### src/common/dmrr_pkg.sv
/*
 Package for the multiplexed-address refresh and reset link: commands, timing counts,
 pin layout widths and reset values shared by the memory end and the controller end.
 Assumes a single 10 MHz clock common to both ends.
*/
package dmrr_pkg;
    localparam int unsigned CLK_PERIOD_NS = 100;
    localparam int unsigned RST_LOW_NS    = 100;
    localparam int unsigned RST_LOW_CYC   = (RST_LOW_NS + CLK_PERIOD_NS - 1) / CLK_PERIOD_NS;
    localparam int unsigned RST_NOP_CYC   = 100;
    localparam int unsigned INIT_LOW_CYC  = 10000;
    localparam int unsigned MRSC_CYC      = 4;
    localparam int unsigned ADDR_W        = 10;
    localparam int unsigned BANK_W        = 4;
    localparam int unsigned BANKS         = 16;
    localparam int unsigned REFCNT_W      = 16;
    localparam int unsigned MUX_BIT       = 9;
    localparam int unsigned CNT_W         = 16;

    typedef logic [ADDR_W-1:0] dmrr_addr_t;
    typedef logic [BANK_W-1:0] dmrr_bank_t;

    typedef enum logic [2:0] {
        DMRR_CMD_NOP  = 3'h0,
        DMRR_CMD_REFB = 3'h1,
        DMRR_CMD_REFA = 3'h2,
        DMRR_CMD_MRS  = 3'h3,
        DMRR_CMD_RD   = 3'h4,
        DMRR_CMD_WR   = 3'h5
    } dmrr_cmd_e;

    localparam dmrr_addr_t ADDR_RST = 10'h000;
    localparam dmrr_bank_t BANK_RST = 4'h0;
endpackage

### src/common/dmrr_link_if.sv
/*
 Interface joining the memory end and the controller end: command, bank, address halves,
 mirror select and active-low reset. Assumes both ends share clk.
*/
`timescale 1ns/10ps
`default_nettype none
interface dmrr_link_if;
    import dmrr_pkg::*;
    logic [2:0]       cmd;
    dmrr_bank_t       bank;
    dmrr_addr_t       addr;
    logic             pin_mirror_select;
    logic             rst_n;
    modport mem  (input cmd, input bank, input addr, input pin_mirror_select, input rst_n);
    modport ctrl (output cmd, output bank, output addr, output pin_mirror_select, output rst_n);
endinterface
`default_nettype wire

### src/design/dmrr_mem.sv
/*
 Memory end: command decode under multiplexed addressing, bank and all-bank refresh
 execution, pin mirroring, asynchronous reset clearing refresh counters.
 In multiplexed mode, two-part commands (reads, writes, all-bank refresh) are held for one clock while the
 second address half arrives; the command field of that clock is not decoded.
 Assumes the controller keeps reset low and spacing as contracted, drives the link from
 flip-flops on the same clk, and changes the mirror select only between commands.
 The link's active-low reset is the only reset of this end.
*/
// Contract
// [RL1] Refresh executes one edge after command edge
// [RL2] Bank refresh: next command accepted next clock
// [RL3] All-bank refresh: controller waits two cycles
// [RL4] Mirror select high swaps address/command pins
// [RL5] Reset acts asynchronously at any time
// [RL6] Controller holds reset low 100ns minimum
// [RL7] Reset disables outputs, termination, internal state
// [RL8] Controller gives 100 nop clocks before release
// [RL9] Controller reinitialises fully after reset
// [RL10] Reset clears refresh counters, data unknown
// [RL11] Mode register bit 9 enters multiplexed mode
// [RL12] Data latency from second half edge
// [RL13] Controller holds address low 10000 cycles
// [RL14] Clock after all-bank refresh is second half
`timescale 1ns/10ps
`default_nettype none
module dmrr_mem
    import dmrr_pkg::*;
(
    input  wire logic            clk,
    dmrr_link_if.mem             link,
    output logic                 mux_mode,
    output logic                 outputs_enabled,
    output logic                 on_die_termination,
    output logic                 data_unknown,
    output logic                 refresh_pulse,
    output logic [BANKS-1:0]     refresh_banks,
    output logic [REFCNT_W-1:0]  refresh_count,
    output logic                 latency_start,
    output logic                 cycle_start
);
    import dmrr_pkg::*;

    // Mirroring reverses the address and bank pin groups, not the command field; the reversal is its own inverse
    function automatic logic [ADDR_W-1:0] mirror_f(input logic [ADDR_W-1:0] v, input logic m);
        logic [ADDR_W-1:0] r;
        r = v;
        if (m) begin
            for (int i = 0; i < ADDR_W; i++) begin
                r[i] = v[ADDR_W-1-i];
            end
        end
        return r;
    endfunction

    function automatic logic [BANK_W-1:0] mirror_b(input logic [BANK_W-1:0] v, input logic m);
        logic [BANK_W-1:0] r;
        r = v;
        if (m) begin
            for (int i = 0; i < BANK_W; i++) begin
                r[i] = v[BANK_W-1-i];
            end
        end
        return r;
    endfunction

    // Reset pin is asynchronous; its release is synchronised before logic uses it
    logic       rs1_q;
    logic       rs2_q;
    wire  logic arst = ~link.rst_n; // RL5
    always_ff @(posedge clk or posedge arst) begin
        if (arst) begin
            rs1_q <= 1'b0;
            rs2_q <= 1'b0;
        end else begin
            rs1_q <= 1'b1;
            rs2_q <= rs1_q;
        end
    end

    wire logic       run = rs2_q;
    wire dmrr_addr_t a_in = mirror_f(link.addr, link.pin_mirror_select); // RL4
    wire dmrr_bank_t b_in = mirror_b(link.bank, link.pin_mirror_select); // RL4
    wire logic [2:0] c_in = link.cmd;

    logic       half2_q;     // Next clock carries second address half
    logic [2:0] pcmd_q;
    dmrr_bank_t pbank_q;

    wire logic is_new = run && !half2_q; // RL14
    wire logic refb   = is_new && c_in == DMRR_CMD_REFB;
    wire logic refa   = is_new && c_in == DMRR_CMD_REFA;
    wire logic rdwr   = is_new && (c_in == DMRR_CMD_RD || c_in == DMRR_CMD_WR);
    wire logic mrs    = is_new && c_in == DMRR_CMD_MRS;

    // In multiplexed mode reads, writes and all-bank refreshes wait for their second half
    wire logic park      = mux_mode && (refa || rdwr); // RL14
    wire logic flat_refa = !mux_mode && refa;
    wire logic refa_done = half2_q && pcmd_q == DMRR_CMD_REFA; // RL1 RL3
    wire logic acc_done  = half2_q && pcmd_q != DMRR_CMD_REFA;
    wire logic mux_set   = mrs && a_in[MUX_BIT]; // RL11

    // All-bank mask spans both halves: low pair from first, high pair from second.
    // A zero mask selects every bank, so the common case needs no mask at all.
    wire logic [BANK_W-1:0] mb_sel = {b_in[1:0], pbank_q[1:0]};
    wire logic [BANKS-1:0]  multi_mask;
    for (genvar g = 0; g < BANKS; g++) begin : g_mask
        assign multi_mask[g] = (BANK_W'(g) & ~mb_sel) == BANK_W'(0) || mb_sel == BANK_W'(0);
    end

    wire logic [BANKS-1:0] single_mask = BANKS'(1) << b_in;
    wire logic             pulse_d     = refb || flat_refa || refa_done; // RL1 RL2
    wire logic [BANKS-1:0] banks_d     = refb      ? single_mask :
                                         flat_refa ? {BANKS{1'b1}} :
                                         refa_done ? multi_mask : {BANKS{1'b0}};
    wire logic             latency_d   = acc_done || (rdwr && !mux_mode); // RL12
    wire logic             cycle_d     = is_new && c_in != DMRR_CMD_NOP; // RL12

    // Second-half flag; the command field on that clock is ignored
    always_ff @(posedge clk or posedge arst) begin
        if (arst) begin
            half2_q <= 1'b0;
        end else begin
            half2_q <= park; // RL14
        end
    end

    // First-half command and bank, held for the second-half edge
    always_ff @(posedge clk or posedge arst) begin
        if (arst) begin
            pcmd_q  <= DMRR_CMD_NOP;
            pbank_q <= BANK_RST;
        end else if (park) begin
            pcmd_q  <= c_in;
            pbank_q <= b_in;
        end
    end

    always_ff @(posedge clk or posedge arst) begin
        if (arst) begin
            mux_mode <= 1'b0;
        end else if (mux_set) begin
            mux_mode <= 1'b1; // RL11
        end
    end

    // Pins and termination stay off until the reset release has passed the synchroniser
    always_ff @(posedge clk or posedge arst) begin
        if (arst) begin // RL7
            outputs_enabled <= 1'b0;
        end else begin
            outputs_enabled <= run;
        end
    end

    always_ff @(posedge clk or posedge arst) begin
        if (arst) begin // RL7
            on_die_termination <= 1'b0;
        end else begin
            on_die_termination <= run;
        end
    end

    // Stored contents count as lost from reset until the first refresh
    always_ff @(posedge clk or posedge arst) begin
        if (arst) begin // RL10
            data_unknown <= 1'b1;
        end else if (refb || refa) begin
            data_unknown <= 1'b0;
        end
    end

    always_ff @(posedge clk or posedge arst) begin
        if (arst) begin
            refresh_pulse <= 1'b0;
        end else begin
            refresh_pulse <= pulse_d; // RL1
        end
    end

    always_ff @(posedge clk or posedge arst) begin
        if (arst) begin
            refresh_banks <= '0;
        end else begin
            refresh_banks <= banks_d;
        end
    end

    // Refresh counter clears on reset; it wraps rather than saturates
    always_ff @(posedge clk or posedge arst) begin
        if (arst) begin // RL10
            refresh_count <= '0;
        end else if (pulse_d) begin
            refresh_count <= refresh_count + REFCNT_W'(1);
        end
    end

    always_ff @(posedge clk or posedge arst) begin
        if (arst) begin
            latency_start <= 1'b0;
        end else begin
            latency_start <= latency_d; // RL12
        end
    end

    always_ff @(posedge clk or posedge arst) begin
        if (arst) begin
            cycle_start <= 1'b0;
        end else begin
            cycle_start <= cycle_d; // RL12
        end
    end
endmodule
`default_nettype wire

### src/flat_wrapper.sv
// flat-port wrapper written by rule: the top's interface ports become plain ports
module dmrr_mem_flat import dmrr_pkg::*;
  (clk, mux_mode, outputs_enabled, on_die_termination, data_unknown, refresh_pulse, refresh_banks, refresh_count, latency_start, cycle_start, link_cmd, link_bank, link_addr, link_pin_mirror_select, link_rst_n);
  dmrr_link_if link_i ();
  input  wire logic clk;
  output logic mux_mode;
  output logic outputs_enabled;
  output logic on_die_termination;
  output logic data_unknown;
  output logic refresh_pulse;
  output logic [BANKS-1:0] refresh_banks;
  output logic [REFCNT_W-1:0] refresh_count;
  output logic latency_start;
  output logic cycle_start;
  input wire logic [$bits(link_i.cmd)-1:0] link_cmd;
  input wire logic [$bits(link_i.bank)-1:0] link_bank;
  input wire logic [$bits(link_i.addr)-1:0] link_addr;
  input wire logic [$bits(link_i.pin_mirror_select)-1:0] link_pin_mirror_select;
  input wire logic [$bits(link_i.rst_n)-1:0] link_rst_n;
  assign link_i.cmd = link_cmd;
  assign link_i.bank = link_bank;
  assign link_i.addr = link_addr;
  assign link_i.pin_mirror_select = link_pin_mirror_select;
  assign link_i.rst_n = link_rst_n;
  dmrr_mem u_core (.clk(clk), .link(link_i), .mux_mode(mux_mode), .outputs_enabled(outputs_enabled), .on_die_termination(on_die_termination), .data_unknown(data_unknown), .refresh_pulse(refresh_pulse), .refresh_banks(refresh_banks), .refresh_count(refresh_count), .latency_start(latency_start), .cycle_start(cycle_start));
endmodule
### config.mk
export PLATFORM = sky130hd
export DESIGN_NAME = dmrr_mem_flat
export DESIGN_NICKNAME = d
export VERILOG_FILES = /design/src/common/dmrr_pkg.sv /design/src/common/dmrr_link_if.sv /design/src/design/dmrr_mem.sv /design/src/flat_wrapper.sv
export SDC_FILE = /design/constraint.sdc
export NUM_CORES = 1
export LEC_CHECK = 0
export BUFFER_PORTS_ARGS = -buffer_cell sky130_fd_sc_hd__buf_2
export CORE_AREA = 2 2 72 74
export DETAILED_ROUTE_END_ITERATION = 10
export DIE_AREA = 0 0 74 76
export PLACE_DENSITY_LB_ADDON = 0.1
export SLEW_MARGIN = 10
export SYNTH_ARGS = -nofsm -noshare
export SYNTH_HDL_FRONTEND = slang
export SYNTH_SLANG_ARGS = --single-unit
### constraint.sdc
create_clock -name clk -period 2.17 [get_ports clk]
set_clock_uncertainty 0.05 [all_clocks]
set_input_delay 0.217 -clock clk [delete_from_list [all_inputs] [get_ports clk]]
set_output_delay 0.217 -clock clk [all_outputs]
set_load 0.005 [all_outputs]
Yosys cells after proc, flatten, opt, wreduce, memory -nomap -nowiden --
Index checks and enable logic that the tools add are counted.
Word-level totals: output and inout bits 39, bits of input ports 20, bits in registers 46
Operators by class: reductions and logical operators 52, bitwise logic cells 1, multiplexer cells 5, shift operators 1, equality and inequality tests 7, $add $sub $neg 1
Operator list (count):
- $logic_not A4 Y1 | 16
- $mux W16 | 3
- $logic_or A1 B1 Y1 | 21
- $add A16 B1 Y16 const B | 1
- $shl A1 B4 Y16 const A | 1
- $logic_and A1 B1 Y1 | 12
- $mux W10 | 1
- $eq A3 B2 Y1 const B | 3
- $eq A3 B3 Y1 const B | 2
- $mux W4 | 1
- $not A4 Y4 | 1
- $eq A3 B1 Y1 const B | 1
- $ne A3 B2 Y1 const B | 1
- $reduce_bool A3 Y1 | 1
- $logic_not A1 Y1 | 2

Logic depth before layout (Yosys ltp) --
depth in word-level cells 7, mapped depth 6, depth with buffers taken out 5

Worst setup path after synthesis --
No wires, ideal clock.
kind register to register, start point register u_core.half2_q, end point register u_core.refresh_count[11], slack 0.557 ns, cell stages (with the launch flop) 6, arrival time 1.437 ns, setup time 0.125 ns, period minus slack after synthesis 1.613 ns, data required time 1.995 ns, cell sequence dfrtp_1 > nor3b_2 > o21a_1 > buf_2 > o2111ai_1 > xnor2_1
On the way: word-level cells in the longest chain between the ends 6, elaborated cells on any way between the ends 8, those cells by class 8 x reduce/logical
Ends and longest elaborated chain:
- start: declaration | RTL line dmrr_mem.sv:86 | logic half2_q;
- start signal: assignment | RTL line dmrr_mem.sv:124 | half2_q <= park;
- $logic_not A1 Y1 | RTL line dmrr_mem.sv:90 | wire logic is_new = run && !half2_q;
- $logic_and A1 B1 Y1 | RTL line dmrr_mem.sv:90
- $logic_and A1 B1 Y1 | RTL line dmrr_mem.sv:92 | wire logic refa = is_new && c_in == DMRR_CMD_REFA;
- $logic_and A1 B1 Y1 | RTL line dmrr_mem.sv:98 | wire logic flat_refa = !mux_mode && refa;
- $logic_or A1 B1 Y1 | RTL line dmrr_mem.sv:112 | wire logic pulse_d = refb || flat_refa || refa_done;
- $logic_or A1 B1 Y1 (*) | RTL line dmrr_mem.sv:112
- end signal: assignment | RTL line dmrr_mem.sv:194 | refresh_count <= refresh_count + REFCNT_W'(1);
- end: declaration | RTL line dmrr_mem.sv:38 | output logic [REFCNT_W-1:0] refresh_count,
Every way passes the cells marked *; elsewhere a longest branch is shown, timed or not. A chain may end at the register's enable or synchronous reset.

Worst setup path in the final report --
start point register u_core.half2_q, end point register u_core.refresh_banks[7]
On the way: word-level cells in the longest chain between the ends 6, elaborated cells on any way between the ends 9, those cells by class 3 x mux; 6 x reduce/logical
Ends and longest elaborated chain:
- $logic_not A1 Y1 | RTL line dmrr_mem.sv:90
- $logic_and A1 B1 Y1 | RTL line dmrr_mem.sv:90
- $logic_and A1 B1 Y1 | RTL line dmrr_mem.sv:92
- $logic_and A1 B1 Y1 | RTL line dmrr_mem.sv:98
- $mux W16 | RTL line dmrr_mem.sv:114 | flat_refa ? {BANKS{1'b1}} :
- $mux W16 (*) | RTL line dmrr_mem.sv:113 | wire logic [BANKS-1:0] banks_d = refb ? single_mask :
- named net u_core.banks_d[7] | RTL line dmrr_mem.sv:113
- end signal: assignment | RTL line dmrr_mem.sv:185 | refresh_banks <= banks_d;
- end: declaration | RTL line dmrr_mem.sv:37 | output logic [BANKS-1:0] refresh_banks,
The timed path passes the listed nets; every way through them passes the cells marked *.

==> results.toml <==
[global_routing]
grt_pass1_wl_mm = 7.61
first_global_vias = 1577
grt_util_met1 = 0.239
grt_antenna_before_repair = 0
use_met2 = 0.263
use_met3 = 0.0423
grt_max_degree = 24
grt_overflow = 0
top_usage_layer = "met2"
grtUsageTotal = 0.170

[logic_synthesis]
ys.flop_type = "dfrtp_1"
synth_edf_count = 0
syn_inst = 193
yosys_register_bits = 46
async_flop_share = 1.00
yosysSeqAreaShare = 0.540
syn-cell-area_sq_um = 2130
yosysTopAreaCell = "dfrtp_1"
synthTopCellsByArea = "dfrtp_1 (53%), a21oi_1 (3.8%), mux2_2 (3.7%)"
yosys_warnings = 0
synth.avg_cell_area_sq_um = 11.0
yosys.area.top_type_share = 0.528
syn_nets = 214
synth_cell_types = 46

[clock_network]
clkTransAtPathRegs_ns = 0.08
htreeDepth = 2
clock-sinks = 46
insertion_delay_ns = 0.29
cts_setup_buffers = 0
cts.path.max_buffers = 2
cts-root-buf = "clkbuf_8"
cts_tree = "done"
cts_buffers = 5

[timing]
max_slew_margin = 0.604
tightest_slew_ns = 0.594
fin_ws_ns = 0.375
slew_viol_final = 0
hold_violations = 0
fin_crit_sh = 0.827
rsz0062_at_grt = "no"
setup_viol = 0
layout_min_cycle_time_ns = 1.79
fin_tns_setup_ns = 0
holdWs_ns = 0.162
clock.fmax_mhz = 557

[place]
dp_hpwl_mm = 3.15
dp_cells = 310
io_buffers = 50
place_ws_ns = 0.350
place_congestion = 0.768

[worst_setup_path]
cp-start-kind = "register"
required_ns = 2.27
arrival_ns = 1.89
path_max_fanout = 14
r2r_setup_slack_ns = 0.38
critPathKind = "reg -> reg"
endpoint_kind = "register"

[cells_and_area]
regArea_sq_um = 1150
antenna_cells = 0
nets = 269
num-fill-cells = 446
syn2layout_area_growth_pct = 21.1
drive_above_1_share = 0.313
final_common_cell = "buf_2"
stdcell_count = 319
final_cell_mix = "buf_2 (50), dfrtp_1 (45), nor2_1 (18)"
multi_input_area_sq_um = 921

[drt]
postRouteAntennaNets = 0
routed_wl_mm = 4.35
viasPerCell = 5.17
drtIter0Drc = 85
vias = 1649
drt-pass1-iter-count = 4
wl_per_cell_um = 13.6
drc = 0

[power]
p_sw_frac = 0.281
total_power_w = 0.00203
combPwrFrac = 0.174
p_per_area_nw_per_um2 = 788
p_leak_nw = 1.18
p_int_w = 0.00146
power_frac_clock = 0.304
p_sw_w = 0.000571
p_seq_frac = 0.521
vdd_ir_drop_max_mv = 0.342

[job]
drv_cap = 0

[die]
core_sq_um = 4910
die_h_um = 76
die_w_um = 74
die-area_sq_um = 5620
io-pin-count = 59
initial_core_util = 0.434
placementRows = 26

[min_path]
hp-class = "in -> reg"

[run_status]
status = "complete, no violations"
-- registers in the layout (all words and copies together), names as in the netlist --
name,flops
u_core.latency_start,1
u_core.data_unknown,1
u_core.pbank_q,2
u_core.refresh_count,16
u_core.rs2_q,1
u_core.refresh_pulse,1
u_core.mux_mode,1
u_core.pcmd_q,3
u_core.half2_q,1
u_core.outputs_enabled,1
u_core.cycle_start,1
u_core.refresh_banks,16
u_core.rs1_q,1
-- power by group through the flow --
stage	Combinational, W	Sequential, W	Clock (W)
floorplan	0.000206	0.00107	0
global placement	0.000352	0.00108	0
detailed placement	0.000358	0.00108	0
CTS	0.000361	0.00106	0.000642
global route	0.000399	0.00108	0.000674
finish	0.000355	0.00106	0.000619
-- stage by stage --
step,util,cell area [sq um]
after floorplan,-,2130
after global placement,0.502,2460
after CTS,0.526,2580
final,0.526,2580
after global routing,0.526,2580
after detailed placement,0.502,2460
-- routing by layer --
layer / vias up / share of wire
li1: 814 / -
met1: 792 / 0.48
met2: 41 / 0.47
met3: 2 / 0.043
met4: 0 / 0.0034
met5: - / 0
-- area by class of cell --
cell class	count	area share
Clock buffer	5	0.0266
Clock inverter	3	0.0155
Inverter	6	0.00872
Multi-Input combinational cell	134	0.357
Sequential cell	46	0.446
Tap cell	70	0.0339
Timing Repair Buffer	55	0.112
-- cell families after synthesis --
logic type,share of synthesized area
XOR/XNOR,0.0657
adder cells (fa/ha/maj),0.00587
multiplexers,0.0464
AO/OA/AOI/OAI,0.168
other,0.00176
AND/OR/NAND/NOR,0.144
buffers and inverters,0.0276
flip-flops,0.540
-- what timing repair did --
action                     4_1_cts  5_1_grt
gates resized for setup          0        0
setup endpoints to repair        0        0
hold endpoints to repair        45        0
hold buffers                     1        0
-- path summary, 6_finish.rpt --
path | from | end | cells past startpoint
worst min register to register | u_core.rs1_q | u_core.rs2_q | 0
worst max-delay path | u_core.half2_q | u_core.refresh_banks[7] | 4
min in group asynchronous | link_rst_n | u_core.refresh_banks[2] | 2
max in group asynchronous | link_rst_n | u_core.data_unknown | 3
worst min-delay path | link_cmd[2] | u_core.pcmd_q[1] | 2
worst max register to register | u_core.half2_q | u_core.refresh_banks[7] | 4
-- synthesized netlist by cell type, drive strengths merged (2+ instances only) --
cell      n
nor3b     3
dfrtp    45
nand4     3
and4      2
mux2i     2
a2111oi   5
o21ai     8
clkbuf    2
buf       5
xnor2     9
nand3     5
nor3     12
o2111ai   5
a21oi    16
nand2     8
xor2      7
a211oi    4
nor2b     2
a221oi    2
mux2      7
nor2     19
inv       6
-- worst max-delay path: stages (launching register included) --
cell and delay, ns:
dfrtp_1 0.43, and4bb_2 0.37, and4_1 0.19, a311oi_1 0.49, nor3_1 0.13
No activity file was read; power rests on OpenSTA's default activity.
